<file path="config.mk">
export PLATFORM = sky130hd
export DESIGN_NAME = srl_reset_sequencer
export DESIGN_NICKNAME = d
export VERILOG_FILES = /design/src/design/srl_pkg.sv /design/src/design/srl_reset_sequencer.sv
export VERILOG_INCLUDE_DIRS = /design/src /design/src/design
export SDC_FILE = /design/constraint.sdc
export NUM_CORES = 2
export LEC_CHECK = 0
export ABC_AREA = 1
export ABC_CLOCK_PERIOD_IN_PS = 2400
export BUFFER_PORTS_ARGS = -buffer_cell sky130_fd_sc_hd__buf_2
export CAP_MARGIN = 20
export CELL_PAD_IN_SITES_DETAIL_PLACEMENT = 0
export CELL_PAD_IN_SITES_GLOBAL_PLACEMENT = 1
export CORE_MARGIN = 4
export CORE_UTILIZATION = 45
export CTS_CLUSTER_SIZE = 12
export DETAILED_ROUTE_END_ITERATION = 6
export GPL_ROUTABILITY_DRIVEN = 0
export PLACE_DENSITY_LB_ADDON = 0.1
export SYNTH_ARGS = -nofsm -noshare
export SYNTH_HDL_FRONTEND = slang
export SYNTH_SLANG_ARGS = --single-unit
</file>
<file path="constraint.sdc">
create_clock -name clk -period 2.4 [get_ports clk]
set_input_delay 0.48 -clock clk [delete_from_list [all_inputs] [get_ports clk]]
set_output_delay 0.48 -clock clk [all_outputs]
set_load 0.01 [all_outputs]
</file>
<file path="src/design/srl_defines.svh">
`ifndef SRL_DEFINES_SVH
`define SRL_DEFINES_SVH

// ----------------------------------------
// Register offsets
// ----------------------------------------
`define SRL_A_DRIVE_HIGH 7'h01
`define SRL_A_DRIVE_TERM 7'h02
`define SRL_A_DRIVE_LOW 7'h03
`define SRL_A_CMP_HIGH 7'h04
`define SRL_A_CMP_LOW 7'h05
`define SRL_A_CLAMP_HIGH 7'h06
`define SRL_A_CLAMP_LOW 7'h07
`define SRL_A_LOAD_SRC 7'h08
`define SRL_A_LOAD_SINK 7'h09
`define SRL_A_PARAM_FORCE 7'h0a
`define SRL_A_HV_OUT 7'h0b
`define SRL_A_OV_HIGH 7'h0c
`define SRL_A_OV_LOW 7'h0d
`define SRL_A_SPARE 7'h0e
`define SRL_A_CONV_CTRL 7'h11
`define SRL_A_SPI_CTRL 7'h12
`define SRL_A_HV_CTRL 7'h18
`define SRL_A_PIN_CTRL 7'h19
`define SRL_A_PARAM_CTRL 7'h1a
`define SRL_A_PMEAS_CTRL 7'h1b
`define SRL_A_CMP_CTRL 7'h1c
`define SRL_A_ALARM_MASK 7'h1d
`define SRL_A_ALARM_STATE 7'h1e

// ----------------------------------------
// Reset values
// ----------------------------------------
`define SRL_R_ZERO_VOLT 16'h4000
`define SRL_R_CMP_HIGH 16'h4ccc
`define SRL_R_CMP_LOW 16'h3333
`define SRL_R_FULL 16'hffff
`define SRL_R_EMPTY 16'h0000
`define SRL_R_LOAD 16'h4040
`define SRL_R_HV_OUT 16'h2666
`define SRL_R_PIN_CTRL 16'h0080
`define SRL_R_CMP_CTRL 16'h07fe
`define SRL_R_ALARM_MASK 16'h0045

// ----------------------------------------
// Serial word and timing
// ----------------------------------------
`define SRL_FRAME_BITS 5'h1a
`define SRL_HDR_BITS 5'h0a
`define SRL_SOFT_RESET_BIT 0
`define SRL_RESET_EDGES 64
`define SRL_CLK_NS 50
`define SRL_DEGLITCH_NS 3000
`define SRL_SETTLE_NS 10000
`define SRL_THERMAL_C 8'h64

`endif

</file>
<file path="src/design/srl_pkg.sv">
`include "srl_defines.svh"
package srl_pkg;
    // Reset sequencer phases
    typedef enum logic [2:0] {
        SRL_RUN,
        SRL_STATIC,
        SRL_COUNT,
        SRL_DEGLITCH,
        SRL_SETTLE
    } srl_state_t;

    // Two channels by 32 addresses of 16-bit words
    typedef logic [1:0][31:0][15:0] srl_regs_t;

    // Whole state of the block
    typedef struct packed {
        logic sclk_s1;
        logic sclk_s2;
        logic sclk_s3;
        logic cs_s1;
        logic cs_s2;
        logic cs_s3;
        logic sdi_s1;
        logic sdi_s2;
        logic [15:0] alarm_s1;
        logic [15:0] alarm_s2;
        logic [25:0] shift;
        logic [4:0] bitcnt;
        logic hdr_read;
        logic [6:0] hdr_addr;
        logic [1:0] hdr_ch;
        logic [15:0] rdata;
        logic sdo;
        logic sdo_oe;
        logic soft_pend;
        srl_state_t state;
        logic [6:0] cnt;
        logic [7:0] timer;
        logic busy;
        logic grounded;
        logic settled;
        logic units_off;
        logic pin_gnd;
        logic pmu_open;
        logic coeff_clear;
        logic thermal_en;
        logic param_alarm_en;
        logic ovd_alarm_en;
        logic [7:0] thermal_thr;
        srl_regs_t regs;
    } srl_state_s_t;
endpackage : srl_pkg

</file>
<file path="src/design/srl_reset_sequencer.sv">
`timescale 1ns/1ps
`include "srl_defines.svh"
module srl_reset_sequencer
    import srl_pkg::*;
#(
    parameter int RESET_EDGES = `SRL_RESET_EDGES
) (
    input wire logic clk,
    input wire logic nrst,
    input wire logic sclk,
    input wire logic cs_n,
    input wire logic sdi,
    input wire logic [15:0] alarm_flags,
    output logic sdo_out,
    output logic sdo_oe,
    output logic busy_n_out,
    output logic busy_n_oe,
    output logic levels_grounded,
    output logic levels_settled,
    output logic units_disabled,
    output logic measure_switch_open,
    output logic test_pin_soft_ground,
    output logic coeff_clear,
    output logic thermal_alarm_en,
    output logic [7:0] thermal_threshold,
    output logic parametric_alarm_en,
    output logic overvoltage_detect_alarm_en
);

    // ----------------------------------------
    // Timing derived from the clock rate
    // ----------------------------------------
    // Deglitch and settle are approximate, so the floor is taken
    localparam int DEGLITCH_CYC = `SRL_DEGLITCH_NS / `SRL_CLK_NS;
    localparam int SETTLE_CYC = `SRL_SETTLE_NS / `SRL_CLK_NS;
    localparam logic [7:0] DEGLITCH_LAST = 8'(DEGLITCH_CYC - 1);
    localparam logic [7:0] SETTLE_LAST = 8'(SETTLE_CYC - 1);
    localparam logic [6:0] EDGES_LAST = 7'(RESET_EDGES - 1);

    // Count and timers are sized for these limits
    initial begin
        if (RESET_EDGES < 2 || RESET_EDGES > 127) begin
            $error("RESET_EDGES must lie in 2..127");
        end
        if (SETTLE_CYC > 256 || DEGLITCH_CYC > 256) begin
            $error("timer too narrow for deglitch or settle");
        end
    end

    // ----------------------------------------
    // Default register image
    // ----------------------------------------
    // One place defines every reset value; both resets use it
    function automatic logic [15:0] reg_default(input logic [6:0] a);
        logic [15:0] v;
        v = `SRL_R_EMPTY;
        if (a == `SRL_A_DRIVE_HIGH || a == `SRL_A_DRIVE_TERM || a == `SRL_A_DRIVE_LOW) begin
            v = `SRL_R_ZERO_VOLT;
        end else if (a == `SRL_A_CMP_HIGH) begin
            v = `SRL_R_CMP_HIGH;
        end else if (a == `SRL_A_CMP_LOW) begin
            v = `SRL_R_CMP_LOW;
        end else if (a == `SRL_A_CLAMP_HIGH || a == `SRL_A_OV_HIGH) begin
            v = `SRL_R_FULL;
        end else if (a == `SRL_A_CLAMP_LOW || a == `SRL_A_OV_LOW) begin
            v = `SRL_R_EMPTY;
        end else if (a == `SRL_A_LOAD_SRC || a == `SRL_A_LOAD_SINK) begin
            v = `SRL_R_LOAD;
        end else if (a == `SRL_A_PARAM_FORCE || a == `SRL_A_SPARE) begin
            v = `SRL_R_ZERO_VOLT;
        end else if (a == `SRL_A_HV_OUT) begin
            v = `SRL_R_HV_OUT;
        end else if (a == `SRL_A_PIN_CTRL) begin
            v = `SRL_R_PIN_CTRL;
        end else if (a == `SRL_A_CMP_CTRL) begin
            v = `SRL_R_CMP_CTRL;
        end else if (a == `SRL_A_ALARM_MASK) begin
            v = `SRL_R_ALARM_MASK;
        end
        return v;
    endfunction : reg_default

    // Whole register file at its defaults
    function automatic srl_regs_t regs_default();
        srl_regs_t r;
        for (int c = 0; c < 2; c++) begin
            for (int a = 0; a < 32; a++) begin
                r[c][a] = reg_default(7'(a));
            end
        end
        return r;
    endfunction : regs_default

    // Addresses that software may write
    function automatic logic is_writable(input logic [6:0] a);
        return (a >= `SRL_A_DRIVE_HIGH && a <= `SRL_A_SPARE) ||
               a == `SRL_A_CONV_CTRL || a == `SRL_A_SPI_CTRL ||
               (a >= `SRL_A_HV_CTRL && a <= `SRL_A_ALARM_MASK);
    endfunction : is_writable

    // Addresses with a single chip-wide copy, held in channel 0
    function automatic logic is_chip_wide(input logic [6:0] a);
        return (a >= `SRL_A_HV_OUT && a <= `SRL_A_SPARE) ||
               a == `SRL_A_SPI_CTRL || a == `SRL_A_HV_CTRL;
    endfunction : is_chip_wide

    // ----------------------------------------
    // Reset image of the state
    // ----------------------------------------
    // Asynchronous entry: static reset state, busy driven at once
    function automatic srl_state_s_t state_reset();
        srl_state_s_t s;
        s = '0;
        s.sclk_s1 = 1'b0;
        s.cs_s1 = 1'b1;
        s.cs_s2 = 1'b1;
        s.cs_s3 = 1'b1;
        s.state = SRL_STATIC;
        s.busy = 1'b1;
        s.grounded = 1'b1;
        s.units_off = 1'b1;
        s.pmu_open = 1'b1;
        s.pin_gnd = 1'b1;
        s.coeff_clear = 1'b1;
        s.regs = regs_default();
        return s;
    endfunction : state_reset

    localparam srl_state_s_t RESET_IMAGE = state_reset();

    srl_state_s_t q; // Registered state
    srl_state_s_t nxt_q; // Next state

    logic sclk_rise; // Sampled serial clock rose
    logic sclk_fall; // Sampled serial clock fell
    logic [25:0] shifted; // Frame shift register with the new bit
    logic [4:0] nxt_bitcnt; // Bit count after this edge
    logic [6:0] w_addr; // Address of a completed frame
    logic [1:0] w_ch; // Channel field of a completed frame
    logic [15:0] w_data; // Data of a completed frame

    // ----------------------------------------
    // Next-state logic
    // ----------------------------------------
    always_comb begin
        nxt_q = q;
        // Pin inputs pass two flops before any logic looks at them
        nxt_q.sclk_s1 = sclk;
        nxt_q.sclk_s2 = q.sclk_s1;
        nxt_q.sclk_s3 = q.sclk_s2;
        nxt_q.cs_s1 = cs_n;
        nxt_q.cs_s2 = q.cs_s1;
        nxt_q.cs_s3 = q.cs_s2;
        nxt_q.sdi_s1 = sdi;
        nxt_q.sdi_s2 = q.sdi_s1;
        nxt_q.alarm_s1 = alarm_flags;
        nxt_q.alarm_s2 = q.alarm_s1;

        sclk_rise = q.sclk_s2 && !q.sclk_s3;
        sclk_fall = !q.sclk_s2 && q.sclk_s3;
        shifted = {q.shift[24:0], q.sdi_s2};
        nxt_bitcnt = q.bitcnt + 5'h01;
        w_addr = shifted[24:18];
        w_ch = shifted[17:16];
        w_data = shifted[15:0];

        // Serial port: frame start on chip select falling
        if (!q.cs_s2 && q.cs_s3) begin
            nxt_q.bitcnt = '0;
            nxt_q.hdr_read = 1'b0;
        end
        // Chip select high releases the shared data line
        if (q.cs_s2) begin
            nxt_q.sdo_oe = 1'b0;
        end

        // Shift in on rising serial clock while selected
        if (sclk_rise && !q.cs_s2 && q.bitcnt < `SRL_FRAME_BITS) begin
            nxt_q.shift = shifted;
            nxt_q.bitcnt = nxt_bitcnt;
            if (nxt_bitcnt == `SRL_HDR_BITS) begin
                // Header done: latch it and fetch read data
                nxt_q.hdr_read = shifted[9];
                nxt_q.hdr_addr = shifted[8:2];
                nxt_q.hdr_ch = shifted[1:0];
                if (shifted[8:2] == `SRL_A_ALARM_STATE) begin
                    nxt_q.rdata = q.alarm_s2;
                end else if (shifted[8:7] != 2'b00) begin
                    nxt_q.rdata = '0;
                end else if (is_chip_wide(shifted[8:2]) || shifted[0]) begin
                    nxt_q.rdata = q.regs[0][shifted[6:2]];
                end else begin
                    nxt_q.rdata = q.regs[1][shifted[6:2]];
                end
            end
            // Writes are refused while the reset sequence owns the registers
            if (nxt_bitcnt == `SRL_FRAME_BITS && !shifted[25] &&
                    is_writable(w_addr) && q.state != SRL_STATIC &&
                    q.state != SRL_COUNT) begin
                if (is_chip_wide(w_addr)) begin
                    if (w_ch[0]) begin
                        nxt_q.regs[0][w_addr[4:0]] = w_data;
                    end
                end else begin
                    if (w_ch[0]) begin
                        nxt_q.regs[0][w_addr[4:0]] = w_data;
                    end
                    if (w_ch[1]) begin
                        nxt_q.regs[1][w_addr[4:0]] = w_data;
                    end
                end
                if (w_addr == `SRL_A_SPI_CTRL && w_ch[0] &&
                        w_data[`SRL_SOFT_RESET_BIT]) begin
                    nxt_q.soft_pend = 1'b1;
                end
            end
        end

        // Read data leaves on falling serial clock after the header
        if (sclk_fall && !q.cs_s2 && q.hdr_read && q.bitcnt >= `SRL_HDR_BITS) begin
            nxt_q.sdo = q.rdata[15];
            nxt_q.rdata = {q.rdata[14:0], 1'b0};
            nxt_q.sdo_oe = 1'b1;
        end

        // Reset sequencer
        if (q.soft_pend && sclk_rise && q.cs_s2) begin
            // First edge after release: same actions as the pin reset, except that thermal_thr keeps its value
            nxt_q.soft_pend = 1'b0;
            nxt_q.busy = 1'b1;
            nxt_q.regs = regs_default();
            nxt_q.coeff_clear = 1'b1;
            nxt_q.grounded = 1'b1;
            nxt_q.settled = 1'b0;
            nxt_q.units_off = 1'b1;
            nxt_q.pmu_open = 1'b1;
            nxt_q.pin_gnd = 1'b1;
            nxt_q.thermal_en = 1'b0;
            nxt_q.param_alarm_en = 1'b0;
            nxt_q.ovd_alarm_en = 1'b0;
            nxt_q.cnt = '0;
            nxt_q.state = SRL_STATIC;
        end else begin
            case (q.state)
                SRL_STATIC: begin
                    // Stays here until a serial clock edge arrives
                    if (sclk_rise) begin
                        nxt_q.cnt = 7'h01;
                        nxt_q.state = SRL_COUNT;
                        nxt_q.bitcnt = '0;
                        nxt_q.hdr_read = 1'b0;
                        nxt_q.regs = regs_default();
                        nxt_q.coeff_clear = 1'b0;
                        nxt_q.thermal_en = 1'b1;
                        nxt_q.thermal_thr = `SRL_THERMAL_C;
                        nxt_q.param_alarm_en = 1'b0;
                        nxt_q.ovd_alarm_en = 1'b0;
                    end
                end
                SRL_COUNT: begin
                    // Busy holds until the last counted edge
                    if (sclk_rise) begin
                        nxt_q.cnt = q.cnt + 7'h01;
                        if (q.cnt == EDGES_LAST) begin
                            nxt_q.busy = 1'b0;
                            nxt_q.units_off = 1'b0;
                            nxt_q.pmu_open = 1'b0;
                            nxt_q.pin_gnd = 1'b0;
                            nxt_q.timer = '0;
                            nxt_q.state = SRL_DEGLITCH;
                        end
                    end
                end
                SRL_DEGLITCH: begin
                    // Self-timed on the system clock, no serial clock needed
                    nxt_q.timer = q.timer + 8'h01;
                    if (q.timer == DEGLITCH_LAST) begin
                        nxt_q.grounded = 1'b0;
                        nxt_q.timer = '0;
                        nxt_q.state = SRL_SETTLE;
                    end
                end
                SRL_SETTLE: begin
                    nxt_q.timer = q.timer + 8'h01;
                    if (q.timer == SETTLE_LAST) begin
                        nxt_q.settled = 1'b1;
                        nxt_q.state = SRL_RUN;
                    end
                end
                default: begin
                    // Normal operation
                end
            endcase
        end
    end

    // ----------------------------------------
    // State register
    // ----------------------------------------
    // The pin reset loads the default image with no clock at all
    always_ff @(posedge clk or negedge nrst) begin
        if (!nrst) begin
            q <= RESET_IMAGE;
        end else begin
            q <= nxt_q;
        end
    end

    // ----------------------------------------
    // Outputs, all straight from the state register
    // ----------------------------------------
    assign sdo_out = q.sdo;
    assign sdo_oe = q.sdo_oe;
    assign busy_n_out = 1'b0 & q.busy;
    assign busy_n_oe = q.busy;
    assign levels_grounded = q.grounded;
    assign levels_settled = q.settled;
    assign units_disabled = q.units_off;
    assign measure_switch_open = q.pmu_open;
    assign test_pin_soft_ground = q.pin_gnd;
    assign coeff_clear = q.coeff_clear;
    assign thermal_alarm_en = q.thermal_en;
    assign thermal_threshold = q.thermal_thr;
    assign parametric_alarm_en = q.param_alarm_en;
    assign overvoltage_detect_alarm_en = q.ovd_alarm_en;

endmodule : srl_reset_sequencer

</file>
Yosys cells after proc, flatten, opt, wreduce, memory -nomap -nowiden
Cells that the tools add are included.
Storage, ports and cells
  register bits after elaboration: 1152
  bits in latches: 0
  bits in writable memories: 0
  ROM bits: 0
  input port bits: 21
  logic and storage cells: 250
  memories: 0
Operators by class
  add/subtract/negate cells: 3
  multiply operators: 0
  divide/modulo/power cells: 0
  magnitude comparators: 12
  equal/unequal tests: 24
  shift operators: 0
  multiplexer cells: 51
  bitwise logic cells: 1
  reduce and logical (&&, ||, !) cells: 62
Operators with widths (count)
  1024-bit 2-to-1 mux: 3
  1036-bit 2-to-1 mux: 2
  512-bit 2-to-1 mux: 3
  512-bit bitwise mux: 2
  16-bit binary-select mux with 5-bit select: 2
  16-bit 2-to-1 mux: 6
  16-bit demux with 5-bit select: 1
  7-bit by 5-bit equality test with 1-bit output (second input constant): 6
  31-bit 2-to-1 mux: 1
  10-bit 2-to-1 mux: 3
  2-bit nonzero test: 15
  26-bit 2-to-1 mux: 1
  6-bit 2-to-1 mux: 4
  8-bit one-hot mux with 3 select lines: 1
  1-bit logical AND: 21
  19-bit 2-to-1 mux: 1
  18-bit 2-to-1 mux: 1
  3-bit 2-to-1 mux: 6
  3-bit inequality test (second input constant): 5
  7-bit by 4-bit greater-or-equal comparator with 1-bit output (second input constant): 2
  7-bit by 4-bit <= comparator with 1-bit output (second input constant): 2
  7-bit one-hot mux with 2 select lines: 1
  5-bit by 6-bit less-than comparator with 1-bit output (second input constant): 2
  3-bit one-hot mux with 4 select lines: 1
  32 further kinds: 61

Longest topological paths before layout
  depth after elaboration: 13
  mapped depth: 17
  mapped depth without buffers: 14

Worst setup path before layout
OpenSTA, ideal clock, no wires.
  path type: reg-to-reg
  start: reg q[1089] (netlist bit)
  end: reg q[175] (netlist bit)
  arrival: 2065 ps
  data required time: 2283 ps
  setup slack: 218 ps
  cell stages (with the launch flop): 14
  period minus slack after synthesis: 2182 ps
  cell sequence: dfrtp_1 > ha_1 > xor2_1 > nor2_1 > nand3_1 > nor3_4 > buf_6 > buf_6 > nand4_1 > nor2_2 > buf_4 > nand2_1 > nand2_1 > nor2_1
RTL lines
  start: declaration: RTL line srl_reset_sequencer.sv:131  | srl_state_s_t q;
  start signal: assignment: RTL line srl_reset_sequencer.sv:305  | q <= nxt_q;

Worst setup path after layout
  start: reg q[1095] (netlist bit)
  end: reg q[1065] (netlist bit)
On the way
  word-level cells in the longest chain between the ends: 11
RTL lines
  7-bit by 4-bit greater-or-equal comparator with 1-bit output (no line) or 7-bit by 4-bit <= comparator with 1-bit output (tied branches)
  1-bit logical AND (no line)
  1-bit logical OR (no line) (2 in series)
  1-bit logical OR: RTL line srl_reset_sequencer.sv:190  | end else if (is_chip_wide(shifted[8:2]) || shifted[0]) begin
  16-bit 2-to-1 mux: RTL line srl_reset_sequencer.sv:190
  16-bit 2-to-1 mux: RTL line srl_reset_sequencer.sv:188  | end else if (shifted[8:7] != 2'b00) begin
  16-bit 2-to-1 mux *: RTL line srl_reset_sequencer.sv:186  | if (shifted[8:2] == `SRL_A_ALARM_STATE) begin
  26-bit 2-to-1 mux *: RTL line srl_reset_sequencer.sv:181  | if (nxt_bitcnt == `SRL_HDR_BITS) begin
  31-bit 2-to-1 mux *: RTL line srl_reset_sequencer.sv:178  | if (sclk_rise && !q.cs_s2 && q.bitcnt < `SRL_FRAME_BITS) begin
  18-bit 2-to-1 mux *: RTL line srl_reset_sequencer.sv:220  | if (sclk_fall && !q.cs_s2 && q.hdr_read && q.bitcnt >= `SRL_HDR_BITS) begin
Every way passes the cells marked *; elsewhere a longest branch is shown, timed or not. The select of a mux whose other input is x is not followed.
A chain may end at the register's enable or synchronous reset.

==> reports/qor.yml <==
fin_crit_sh_pct: 106.2
grt_max_degree: 106
fmax_mhz: 392.3
fillerInstances: 11909
syn_area_um2: 57910
postRouteWirelength_um: 243700
worst_skew_pair.late_latency_ns: 0.79
grt_usage_pct: 34.91
ir_drop_mv: 0.7099
die_area_um2: 134500
antenna_left: 0
syn_area_per_cell_um2: 7.154
grt_overflow_total: 0
cp_data_required_time_ns: 3.07
hold_violations: 0
cts.sinks: 1138
r2r-start: "q[1095]"
slew_violations: 0
rrSetupSlack_ns: -0.15
netlist_instances: 8095
finalSetupViolCount: 49
dr.first_iter.drc_count: 6897
drive_gt1_share_pct: 19.27
core_um2: 127700
synth_simple_gate_area_share_pct: 30.67
crit_path_end_kind: "register"
start_util_pct: 45.35
worstPathMaxFanout: 18
seq_area_frac_synth_pct: 49.52
grt_pass1_vias: 52032
die_w_um: 366.7
viasPerCell: 5.467
slew_headroom_pct: 31.31
drc_errors: 0
p_per_area_nw_per_um2: 767.0
worst_slew_pin_slew_ns: 1.030
grt_pass1_wl_um: 352200
dr.pass1.iters: 6
synthAdderAreaFrac_pct: 0.08643
rows: 131
final_cell_mix: "nand2_1 (2,445), nor2_1 (1,045), dfrtp_1 (971)"
wl_per_cell_um: 23.70
die_h_um: 366.7
rsz0062_at_grt: "true"
reg2regPathDepth: 16
synth-main-ff-cell: "dfrtp_1"
yosysUniqueCellTypes: 43
cts_root_buf: "clkbuf_16"
path_clk_slew_ns: 0.06
violations: "setup timing"
final_common_cell: "nand2_1"
finalSetupTns_ns: -1.432
p_leak_nw: 35.81
cts_tree: "yes"
synth_edf_count: 0
async_flop_share_pct: 100.0
vias: 56225
fin_crit_ns: 2.549
status: "finished with violations"
hold_path.class: "input port to asynchronous set/reset pin"
worstSetupPathType: "register to register"
cap_viol_max_count: 0
arrival_ns: 3.22
synth_top_family_by_area: "simple AND/OR/NAND/NOR gates"
pin_count: 42
antenna_found_initial: 4
crit_path_start_kind: "register"
layout.nets: 8532
setup_slack_ns: -0.1488
dpl.hpwl_um: 157100
htree_levels: 4
clockBufferDepth: 3
synth_xor_area_share_pct: 0.1210
ys_ff_latch: 1138
skew_ns: 0.03087
dp_slack_ns: -0.4519
yosysWarnings: 0
io_buffer_count: 33
synth-compound-area-share_pct: 9.500
numCtsBuffers: 137
area_growth_pct: 27.00
timing.rr.end: "q[1065]"
synthMuxAreaShare_pct: 0.01945
logic make-up after synthesis:
group,after synthesis
adder cells (fa/ha/maj),4
XOR/XNOR,8
AND/OR/NAND/NOR,4415
other,1
AO/OA/AOI/OAI,1061
buffers and inverters,1467
multiplexers,1
flip-flops,1138
cell type report:
class / count / area (um^2) / area share (%)
diodes: 4 / 10.01 / 0.01361
clock buffers: 222 / 4225 / 5.746
clock inverters: 29 / 304.0 / 0.4134
inverters: 918 / 3551 / 4.829
multi-input cells: 5498 / 25340 / 34.46
flip-flops and latches: 1138 / 28690 / 39.02
well taps: 1662 / 2079 / 2.828
repair buffers: 813 / 9329 / 12.69
repair inverters: 1 / 6.256 / 0.008507
report_power, final:
group	internal, W	switching, W	leakage (nW)	total (W)
Sequential	0.0197	0.000598	14.9	0.0203
Combinational	0.00512	0.00989	18.7	0.0150
Clock	0.0125	0.00864	2.23	0.0211
how the worst max path moves through the flow:
stage,endpoint,depth (start not counted),startpoint,slack (ns)
after floorplan,q[175],13,q[1089],0.22
after global placement,q[1073],13,q[1095],-0.43
after detailed placement,q[1073],13,q[1095],-0.45
after CTS,q[189],13,q[1090],-0.14
after global routing,q[186],13,q[1090],-0.17
final,q[1065],16,q[1095],-0.15
Yosys cell counts (2+ instances only):
cell type	instances	area [um^2]
o21bai_1	14	105.1
nor2_4	8	90.09
nor2_1	1126	4227
nand3_1	584	2923
nand2_2	3	18.77
a211oi_1	2	15.01
a21oi_1	433	2167
o21ai_0	519	2597
o21a_1	2	15.01
nand4_2	4	50.05
nand3_2	7	70.07
buf_6	5	56.30
nor2_2	15	93.84
inv_2	19	71.32
o22ai_1	19	118.9
dfstp_2	161	4230
o21ai_1	21	105.1
o211ai_1	44	330.3
dfrtp_1	977	24450
or2_2	30	187.7
nand3b_1	3	22.52
a31oi_1	5	31.28
nand2_1	2571	9651
clkinv_1	8	30.03
ha_1	4	50.05
buf_4	33	247.7
inv_1	891	3344
xor2_1	8	70.07
nor3_2	2	20.02
buf_1	48	180.2
buf_2	133	665.6
nand4_1	47	294.0
clkbuf_1	330	1239
nor3_1	10	50.05
metal layers:
layer  wire length [um]  up-vias  GRT usage, %
met4              11620        4         14.53
met2             102200     2697         49.97
met5                 16        -        0.7835
met1             105300    27134         50.55
li1                   -    25837             -
met3              24640      553         8.352
stage by stage:
stage          std cells  util [%]  hold WS [ns]  area, um^2  total power, W
2_1_floorplan       8102         -        0.1844       57930         0.02633
3_3_place_gp        9876     50.53        0.3316       64520         0.03369
3_5_place_dp        9876     50.53        0.3363       64520         0.03373
4_1_cts            10227     55.81        0.2112       71250         0.05548
5_1_grt            10281     57.59        0.2353       73530         0.05836
6_report           10285     57.60        0.2405       73540         0.05641
registers in the layout, summed over array words and instances, names as in the netlist:
| signal | count |
|---|---|
| levels_grounded | 1 |
| q | 1109 |
| levels_settled | 1 |
| coeff_clear | 1 |
| nxt_q | 21 |
| busy_n_oe | 1 |
| thermal_threshold | 1 |
| thermal_alarm_en | 1 |
| sdo_oe | 1 |
| sdo_out | 1 |
worst max-delay path, stage by stage, from the launching register on:
cell and delay (ns):
dfrtp_4 0.62, buf_6 0.21, buf_16 0.17, nand2_1 0.07, nand2_1 0.08, nor2_1 0.11, nor2_1 0.08, nor2_2 0.23
buf_4 0.17, nor2_1 0.04, nand2_1 0.12, nand3_1 0.09, buf_4 0.18, nand3_1 0.10, nand2_1 0.05, nand2_1 0.05
nand2_1 0.04
repair_timing:
action,4_1_cts,5_1_grt
endpoints found under the hold margin,243,0
setup buffers,59,42
endpoints found under the setup margin,265,649
hold buffers,20,0
gates cloned,22,23
pin swaps,55,97
resized for setup,257,439
No activity file was read; power rests on OpenSTA's default activity.
